[config.mk]
export PLATFORM = sky130hd
export DESIGN_NAME = wcw_ctrl
export DESIGN_NICKNAME = d
export VERILOG_FILES = /design/src/rtl/wcw_pkg.sv /design/src/rtl/wcw_ctrl.sv
export SDC_FILE = /design/constraint.sdc
export NUM_CORES = 1
export LEC_CHECK = 0
export BUFFER_PORTS_ARGS = -buffer_cell sky130_fd_sc_hd__buf_2
export CAP_MARGIN = 25
export CORE_MARGIN = 2
export CORE_UTILIZATION = 34
export DETAILED_ROUTE_END_ITERATION = 6
export GPL_ROUTABILITY_DRIVEN = 0
export MAX_ROUTING_LAYER = met4
export PLACE_DENSITY = 0.79
export SKIP_CTS_REPAIR_TIMING = 1
export SYNTH_ARGS = -nofsm -noshare
export SYNTH_HDL_FRONTEND = slang
export SYNTH_SLANG_ARGS = --single-unit
[constraint.sdc]
create_clock -name mclk -period 1.8 [get_ports mclk]
set_clock_uncertainty 0.15 [all_clocks]
set_input_delay 0 -clock mclk [delete_from_list [all_inputs] [get_ports mclk]]
set_output_delay 0 -clock mclk [all_outputs]
set_load 0.02 [all_outputs]
[src/rtl/wcw_pkg.sv]
// Package: register map, field layout and codes for the watchdog clock/window control
package wcw_pkg;
   localparam logic [3:0] ADDR_W              = 4'h4;
   localparam logic [3:0] CTRL_REG_OFFSET     = 4'h0;
   localparam logic [3:0] CFG_STAT_OFFSET     = 4'h4;
   localparam int         CS_LSB              = 4;
   localparam int         WIN_LSB             = 0;
   localparam logic [2:0] CFG_WRITABLE        = 3'h7;
   localparam logic [2:0] CS_RESET_CODE       = 3'h0;
   localparam logic [2:0] CS_LOW_FREQ_INTERNAL_OSC_CODE    = 3'h0;
   localparam logic [2:0] CS_MEDIUM_FREQ_INTERNAL_OSC_CODE    = 3'h1;
   localparam logic [2:0] WIN_FULL_OPEN       = 3'h7;
   localparam logic [31:0] UNMAPPED_READ      = 32'h0000_0000;
   typedef enum logic [2:0] {
      WCW_LOW_FREQ_OSC = 3'h0,
      WCW_MED_FREQ_OSC = 3'h1
   } wcw_clk_src_t;
endpackage

[src/rtl/wcw_ctrl.sv]
// Watchdog clock source and window select control register with Avalon-MM slave
//
// Summary of operation
// - Bits 6:4 select watchdog clock: 000 low-freq 31 kHz, 001 medium 31.25 kHz.
// - Bits 2:0 select window; 000 opens 12.5 percent, 111 fully open.
// - Bits 7 and 3 read zero and ignore writes.
// - Config clock field 111 resets clock select to 000 each reset.
// - Reset loads window select from the config window field.
// - Config clock field not 111 makes clock select read-only.
// - Config window field not 111 makes window select read-only.
//
// Our own choices: the address map and the Avalon-MM register port.
`timescale 1ns/100ps
`default_nettype none
module wcw_ctrl
(
   input  wire logic        mclk,
   input  wire logic        rst,
   input  wire logic [3:0]  avs_address,
   input  wire logic        avs_read,
   input  wire logic        avs_write,
   input  wire logic [31:0] avs_writedata,
   input  wire logic [3:0]  avs_byteenable,
   output logic [31:0]      avs_readdata,
   output logic             avs_waitrequest,
   input  wire logic [2:0]  config_clock_source_sel,
   input  wire logic [2:0]  config_window_sel,
   output logic [2:0]       wd_clock_source_sel,
   output logic [2:0]       wd_window_sel
);
   import wcw_pkg::*;

   logic [2:0]  cs_ff;
   logic [2:0]  win_ff;
   logic        ack_ff;
   logic [31:0] rdata_ff;
   logic        wr_ctrl;
   logic        cs_wr_ok;
   logic        win_wr_ok;
   logic [7:0]  ctrl_view;

   // One wait state: request is answered on the second edge
   assign avs_waitrequest = (avs_read | avs_write) & ~ack_ff;
   assign wr_ctrl   = avs_write & ~ack_ff & (avs_address == CTRL_REG_OFFSET)
                      & avs_byteenable[0];
   assign cs_wr_ok  = (config_clock_source_sel == CFG_WRITABLE);
   assign win_wr_ok = (config_window_sel == CFG_WRITABLE);
   assign ctrl_view = {1'b0, cs_ff, 1'b0, win_ff};

   always_ff @(posedge mclk) begin
      if (rst) begin
         ack_ff <= 1'b0;
      end else begin
         ack_ff <= (avs_read | avs_write) & ~ack_ff;
      end
   end

   always_ff @(posedge mclk) begin
      if (rst) begin
         cs_ff <= CS_RESET_CODE;
      end else if (wr_ctrl && cs_wr_ok) begin
         cs_ff <= avs_writedata[CS_LSB +: 3];
      end
   end

   always_ff @(posedge mclk) begin
      if (rst) begin
         win_ff <= config_window_sel;
      end else if (wr_ctrl && win_wr_ok) begin
         win_ff <= avs_writedata[WIN_LSB +: 3];
      end
   end

   always_ff @(posedge mclk) begin
      if (rst) begin
         rdata_ff <= UNMAPPED_READ;
      end else if (avs_read && !ack_ff) begin
         unique case (avs_address)
            CTRL_REG_OFFSET: rdata_ff <= {24'h00_0000, ctrl_view};
            CFG_STAT_OFFSET: rdata_ff <= {24'h00_0000, 1'b0, config_clock_source_sel,
                                          1'b0, config_window_sel};
            default:         rdata_ff <= UNMAPPED_READ;
         endcase
      end
   end

   assign avs_readdata        = rdata_ff;
   assign wd_clock_source_sel = cs_ff;
   assign wd_window_sel       = win_ff;
endmodule
`default_nettype wire

==> results by group, run 1 <==
Status
  • Outcome: finished with violations
  • Failing checks: negative hold slack

Route
  • Drt drc: 0
  • First-pass DRT Iterations: 4
  • Final wirelength: ~1900 um
  • Wire length per cell: around 11 um
  • DR vias: around 730
  • Vias per cell: ~4.3
  • DR iter-0 viols: 11
  • ANT nets after route: 0

Power and ir drop
  • Power Total: around 0.67 mW
  • Psw: about 0.21 mW
  • Max IR drop VDD: between 300 and 400 uV
  • Internal power: roughly 0.46 mW
  • Sw Ratio: 30.6%
  • Clock Power Share: a little over a quarter
  • Leak pwr: about 0.52 nW
  • Flop pwr share: about 47%
  • Comb pwr share: approximately a quarter
  • P per Cell Area: 607 nW/um^2

Cells and area
  • FF/Latch Area: 290 sq um
  • Share of post-route cells with drive strength above 1: a little over a third
  • Nets@finish: between 150 and 200
  • Antenna Cells: 0
  • Synth-to-Final Area Change: 33.0%
  • Area taken by multi-input logic gates: about 430 sq um
  • Final std cells w/o fill: about 170
  • Number of fill cells: roughly 220
  • Finished Core Util: 48.9%
  • Finished Cell Area: 1100 sq um

Clock tree
  • Clk sinks: 13
  • Clock Pin Slew Worst Setup and Hold Paths: 0.08 ns
  • Htree depth: 1
  • Root buf cell: clkbuf_4
  • CTS tree: yes
  • Total CTS buffers: 3
  • Clk_lat worst skew: 0.26 ns
  • CTS Buffer Depth: 2

Global routing
  • Initial antenna violation count: 0
  • GRT overflow: 0
  • Pin count of the biggest net entering global routing: 12
  • Global-route wire length before repair: ~2400 um
  • Number of global-route vias before repair: between 500 and 600
  • Global Route Usage Sum: 12.2%

Place
  • Quantity of I/O buffers inserted on ports: 33
  • Dpl cells: 150
  • Area of placed instances: 927 sq um
  • HPWL after DPL: between 1000 and 1500 um

Synthesis
  • Top cells by area, synth: dfxtp_1, buf_4, mux2_2
  • Sequential-to-total area share from yosys stat: approximately a third
  • Yosys warns: 0
  • Synthesized cell area: between 800 and 900 sq um
  • Mapped Avg Cell Area: 9.12 sq um
  • Post-synth cell types: 20
  • Post-Synthesis Cells: just over 90
  • Synth area leader: dfxtp_1
  • Synth top area share: around a quarter
  • Synth Register Bits: 13

Timing
  • TNS Setup: 0 ns
  • Final period utilization: 94.1%
  • Final hold violation count: 4
  • Final count of pins violating max slew: 0
  • Tmin final: between 1.5 and 2 ns
  • Hold slack: -0.00908 ns
  • Final setup vio count: 0
  • Fmax: just under 600 MHz
  • RSZ-0062 raised after global routing: no
  • Max_slew headroom: between 50% and 60%
  • Worst slew pin tran: roughly 0.63 ns

Critical path
  • CP Launch Type: input port
  • Setup CP Type: in2reg
  • Critical Path RT: 1.64 ns
  • Worst EP arrival: roughly 1.5 ns
  • Setup crit end kind: flop
  • Crit-path max FO: 3

Die
  • Chip height: 53.4 um
  • DIE WIDTH: approximately 53 um
  • Die area: roughly 2900 sq um
  • Total core area: around 2300 sq um
  • Initial Util: between 30% and 40%
  • Row count: 17
  • Ports: 89

Run
  • MaxCap Viol Count: 0

Worst hold path
  • Hold WC Path Type: in2reg
[Yosys cell counts]
library cell	count
conb_1	1
buf_2	1
nand2_1	12
o31ai_1	1
buf_4	26
inv_1	1
nand2b_1	1
nor3_4	1
nor2b_1	1
clkbuf_1	1
nand3_1	8
nor3_1	2
dfxtp_1	10
mux2i_1	3
mux2_2	9
nor2_1	2
nand4bb_2	1
or3_4	1
a21oi_1	6
edfxtp_1	3
[cell families (layout without fill, tap and decap cells)]
family	Yosys count	in the layout	share of synthesized area [%]
multiplexers	12	12	15.8
flip-flops	13	13	35.0
AND/OR/NAND/NOR	29	29	19.2
other	1	26	0.452
buffers and inverters	29	54	25.0
AO/OA/AOI/OAI	7	7	4.53
[metrics by stage]
step | setup WS, ns | hold WS [ns]
final | 0.105 | -0.00908
after CTS | 0.243 | -0.189
after detailed placement | 0.254 | 0.102
after global placement | 0.313 | 0.0993
after global routing | 0.0534 | 0.0180
after floorplan | 0.307 | -0.00785
[power by group through the flow]
stage	Combinational (mW)	Clock (mW)	Sequential, mW
3_3_place_gp	0.144	0	0.321
2_1_floorplan	0.137	0	0.331
4_1_cts	0.148	0.183	0.315
5_1_grt	0.194	0.191	0.317
3_5_place_dp	0.147	0	0.321
6_report	0.178	0.177	0.315
[registers in the layout, indices dropped and copies added, names as in the netlist]
register / count
ack_ff: 1
avs_readdata: 6
wd_clock_source_sel: 3
wd_window_sel: 3
[metal layers]
| metal | GRT usage [%] | share of wire, % | up-vias | wire (um) |
|---|---|---|---|---|
| li1 | - | - | 354 | - |
| met1 | 13.9 | 39 | 318 | 736 |
| met4 | 3.42 | 1.6 | 0 | 29 |
| met2 | 21.6 | 50 | 51 | 930 |
| met3 | 2.26 | 9.2 | 2 | 171 |
| met5 | - | 0 | - | 0 |
[worst max-delay path, cell delays in order]
cell and delay (ns):
dlygate4sd3_1 0.53, buf_2 0.13, or3_4 0.41, o31ai_1 0.28, buf_4 0.18
[cells in the final DEF (no fill, tap or decap), drive strengths merged]
cell type,n
inv,1
mux2i,3
nor3,3
clkbuf,4
or3,1
conb,26
dlygate4sd3,15
buf,34
nand3,8
nand4bb,1
a21oi,6
nand2,12
mux2,9
dfxtp,10
nor2b,1
o31ai,1
edfxtp,3
nand2b,1
nor2,2
[path summary, 6_finish.rpt]
path / start / endpoint / slack (ns) / depth (start not counted)
max: avs_address[1] / wd_window_sel[2] / 0.11 / 5
max reg2reg: ack_ff / wd_window_sel[2] / 0.26 / 3
min reg2reg: avs_readdata[1] / avs_readdata[1] / 0.30 / 2
min: avs_read / avs_readdata[1] / -0.009 / 4
[cell type report]
type                    instances  area share (%)
clock buffers                   4            2.38
inverters                       1           0.340
multi-input cells              74            38.5
flip-flops and latches         13            26.3
well taps                      28            3.17
repair buffers                 49            29.3
No activity file was read; power rests on OpenSTA's default activity.
==> inputs of run 2 (changes only) <==
--- a/config.mk
+++ b/config.mk
@@ -5,15 +5,17 @@
 export SDC_FILE = /design/constraint.sdc
 export NUM_CORES = 1
 export LEC_CHECK = 0
+export ABC_AREA = 1
 export BUFFER_PORTS_ARGS = -buffer_cell sky130_fd_sc_hd__buf_2
 export CAP_MARGIN = 25
 export CORE_MARGIN = 2
-export CORE_UTILIZATION = 34
+export CORE_UTILIZATION = 36
 export DETAILED_ROUTE_END_ITERATION = 6
 export GPL_ROUTABILITY_DRIVEN = 0
 export MAX_ROUTING_LAYER = met4
-export PLACE_DENSITY = 0.79
+export PLACE_DENSITY = 0.8
 export SKIP_CTS_REPAIR_TIMING = 1
+export SLEW_MARGIN = 0
 export SYNTH_ARGS = -nofsm -noshare
 export SYNTH_HDL_FRONTEND = slang
 export SYNTH_SLANG_ARGS = --single-unit
==> results by group, run 2 <==
Global routing
  • Initial antenna violation count: 0 (unchanged)
  • Global Route Usage Sum: 12.2% (about the same)
  • Pin count of the biggest net entering global routing: 14 (was 12)
  • Global-route wire length before repair: 2440 um (was 2450 um)
  • Number of global-route vias before repair: 627 (was 591)
  • GRT overflow: 0 (unchanged)

Cells and area
  • Antenna Cells: 0 (unchanged)
  • Most common cell after layout, fill and taps aside: buf_2 (unchanged)
  • Nets@finish: 226 (was 192)
  • Max FFs per register: 6 (unchanged)
  • Share of post-route cells with drive strength above 1: 25.1% (was 34.8%)
  • Number of fill cells: 257 (was 215)
  • Most frequent cells in the layout: buf_2, conb_1, nand2_1 (was buf_2, conb_1, dlygate4sd3_1)
  • Finished Core Util: 48.7% (was 48.9%)
  • Final std cells w/o fill: 205 (was 169)
  • Synth-to-Final Area Change: 30.5% (was 33.0%)

Critical path
  • Crit-path cells: inv_2 > nand2_1 > inv_2 > nor2_1 > nor2_1 > nand2_1 > dlygate4sd3_1 > inv_1 (was dlygate4sd3_1 > buf_2 > or3_4 > o31ai_1 > buf_4)
  • CP Launch Type: flop (was input port)
  • Reg-to-reg setup timing slack: 0.17 ns (was 0.26 ns)
  • CP Launch Point: ack_ff (was avs_address[1])
  • Worst Reg-to-Reg Cells: 8 (was 3)
  • Worst path max stage delay: 0.55 ns (was 0.53 ns)
  • Worst EP arrival: 1.72 ns (was 1.54 ns)
  • Crit-path max FO: 12 (was 3)
  • R2R Path End: avs_readdata[4] (was wd_window_sel[2])
  • Critical Path RT: 1.89 ns (was 1.64 ns)
  • FF-to-FF Start: ack_ff (unchanged)
  • Slowest cell on crit path: dlygate4sd3_1 (unchanged)
  • Worst setup path endpoint: avs_readdata[4] (was wd_window_sel[2])
  • Setup CP Type: reg2reg (was in2reg)
  • Setup crit end kind: flop (unchanged)

Synthesis
  • Synth Area in XOR/XNOR: 0% (unchanged)
  • Compound-Gate Fraction of Synth Area: 2.21% (was 4.52%)
  • Top_reg_cell synth: dfxtp_1 (unchanged)
  • Post-Synth Adder-Cell Area: 0% (unchanged)
  • Synth top area share: 22.3% (was 24.1%)
  • Mux contribution to synthesized area: 0% (was 15.8%)
  • Most numerous cell in the Yosys netlist: buf_4 (unchanged)
  • Post-Synthesis Cells: 126 (was 91)
  • Synthesized cell area: 907 sq um (was 830 sq um)
  • Number of synthesized flops with an enable pin: 3 (unchanged)
  • Mapped Avg Cell Area: 7.20 sq um (was 9.12 sq um)
  • Synth area leader: buf_4 (was dfxtp_1)
  • Yosys warns: 0 (unchanged)
  • List of most frequent post-synthesis cells: buf_4, nand2_1, nand3_1, nor2_1 (was buf_4, nand2_1, dfxtp_1, mux2_2, nand3_1)
  • Top cells by area, synth: buf_4, dfxtp_1, edfxtp_1 (was dfxtp_1, buf_4, mux2_2)
  • Post-synth cell types: 18 (was 20)
  • Post-Synth Simple-Gate Area: 36.1% (was 19.2%)
  • Main combinational cell family by area after synthesis: simple AND/OR/NAND/NOR gates (was buffers and inverters)
  • Sequential-to-total area share from yosys stat: 32.0% (was 35.0%)
  • Synth Register Bits: 13 (unchanged)
  • Ys async rst share: 0% (unchanged)

Route
  • DR vias: 867 (was 725)
  • Wire length per cell: 9.41 um (was 11.1 um)
  • DR iter-0 viols: 12 (was 11)
  • First-pass DRT Iterations: 4 (unchanged)
  • Drt drc: 0 (unchanged)
  • Final wirelength: 1930 um (was 1870 um)
  • ANT nets after route: 0 (unchanged)
  • Vias per cell: 4.23 (was 4.29)

Timing
  • Final setup vio count: 0 (unchanged)
  • Final hold violation count: 5 (was 4)
  • Final count of pins violating max slew: 0 (unchanged)
  • RSZ-0062 raised after global routing: no (unchanged)
  • Fmax: 612 MHz (was 590 MHz)
  • Hold slack: -0.0613 ns (was -0.00908 ns)
  • TNS Setup: 0 ns (unchanged)
  • Tmin final: 1.63 ns (was 1.69 ns)
  • Final period utilization: 90.7% (was 94.1%)

Power and ir drop
  • P per Cell Area: 620 nW/um^2 (was 607 nW/um^2)
  • Max IR drop VDD: 242 uV (was 366 uV)
  • Internal power: 0.479 mW (was 0.465 mW)
  • Sw Ratio: 34.7% (was 30.6%)
  • Clock Power Share: 26.1% (was 26.4%)
  • Comb pwr share: 29.9% (was 26.5%)
  • Leak pwr: 0.670 nW (was 0.524 nW)
  • Psw: 0.255 mW (was 0.205 mW)
  • Flop pwr share: 44.0% (was 47.1%)

Die
  • Row count: 18 (was 17)
  • Total core area: 2430 sq um (was 2250 sq um)
  • Initial Util: 37.3% (was 36.8%)
  • Die area: 2940 sq um (was 2850 sq um)
  • Ports: 89 (unchanged)
  • DIE WIDTH: 54.2 um (was 53.4 um)
  • Chip height: 54.2 um (was 53.4 um)

Clock tree
  • Clock Pin Slew Worst Setup and Hold Paths: 0.08 ns (about the same)
  • CTS tree: yes (unchanged)
  • Root buf cell: clkbuf_4 (unchanged)
  • Clk sinks: 13 (unchanged)
  • Htree depth: 1 (unchanged)
  • CTS Buffer Depth: 2 (unchanged)
  • Total CTS buffers: 3 (unchanged)
  • Clk_lat worst skew: 0.29 ns (was 0.26 ns)

Place
  • HPWL after DPL: 1370 um (was 1340 um)
  • Quantity of I/O buffers inserted on ports: 33 (unchanged)
  • Dpl cells: 184 (was 150)

Run
  • MaxCap Viol Count: 0 (unchanged)

Status
  • Failing checks: negative hold slack (unchanged)
  • Outcome: finished with violations (unchanged)

Worst hold path
  • Hold WC Path Type: in2reg (unchanged)
-- run 2: logic make-up (layout without fill, tap and decap cells) --
| family | after synthesis | count (layout) |
|---|---|---|
| buffers and inverters | 43 | 67 |
| other | 1 | 26 |
| DFF | 13 | 13 |
| AOI/OAI and AO/OA | 4 | 4 |
| and+or+nand+nor | 65 | 65 |
-- run 2: area by class of cell --
| cell class | instances | area, sq um | share of cell area [%] |
|---|---|---|---|
| sequential | 13 | 290 | 24.5 |
| tap | 30 | 37.5 | 3.17 |
| timing repair buffer | 50 | 335 | 28.3 |
| multi-input combinational | 95 | 445 | 37.6 |
| inverter | 13 | 48.8 | 4.12 |
| clock buffer | 4 | 26.3 | 2.22 |
-- run 2: stage by stage --
stage / power, mW / worst slack, ns / area [sq um] / hold WS, ns
floorplan: 0.507 / 0.569 / 1000 / 0.0148
global placement: 0.514 / 0.513 / 987 / 0.119
detailed placement: 0.515 / 0.497 / 987 / 0.124
CTS: 0.699 / 0.493 / 1010 / -0.170
global route: 0.770 / 0.0831 / 1180 / 0.0101
finish: 0.734 / 0.167 / 1180 / -0.0613
-- run 2: per-layer routing --
metal / wire length (um) / track usage, %
met1: 718 / 11.6
met2: 1030 / 22.3
met3: 129 / 1.67
met4: 51 / 8.75
met5: 0 / -
-- run 2: worst min path at each step --
stage | start | end | slack [ns] | cells after the start
5_1_grt | rst | avs_readdata[5] | 0.01 | 4
2_1_floorplan | avs_write | ack_ff | 0.01 | 2
3_5_place_dp | avs_writedata[0] | wd_window_sel[0] | 0.12 | 3
3_3_place_gp | avs_writedata[2] | wd_window_sel[2] | 0.12 | 3
4_1_cts | avs_writedata[0] | wd_window_sel[0] | -0.17 | 3
6_report | config_window_sel[1] | avs_readdata[1] | -0.06 | 5
-- run 2: power by group through the flow --
stage	Combinational [mW]	Sequential [mW]	Clock (mW)
CTS	0.186	0.323	0.190
floorplan	0.159	0.348	0
finish	0.220	0.323	0.192
detailed placement	0.186	0.330	0
global route	0.242	0.326	0.202
global placement	0.185	0.329	0
-- run 2: worst max-delay path: cells and delay by family, from the launching register on --
kind	cells	cell delay, ns
AND/OR/NAND/NOR	4	0.28
buffers and inverters	4	0.85
flip-flops	1	0.31
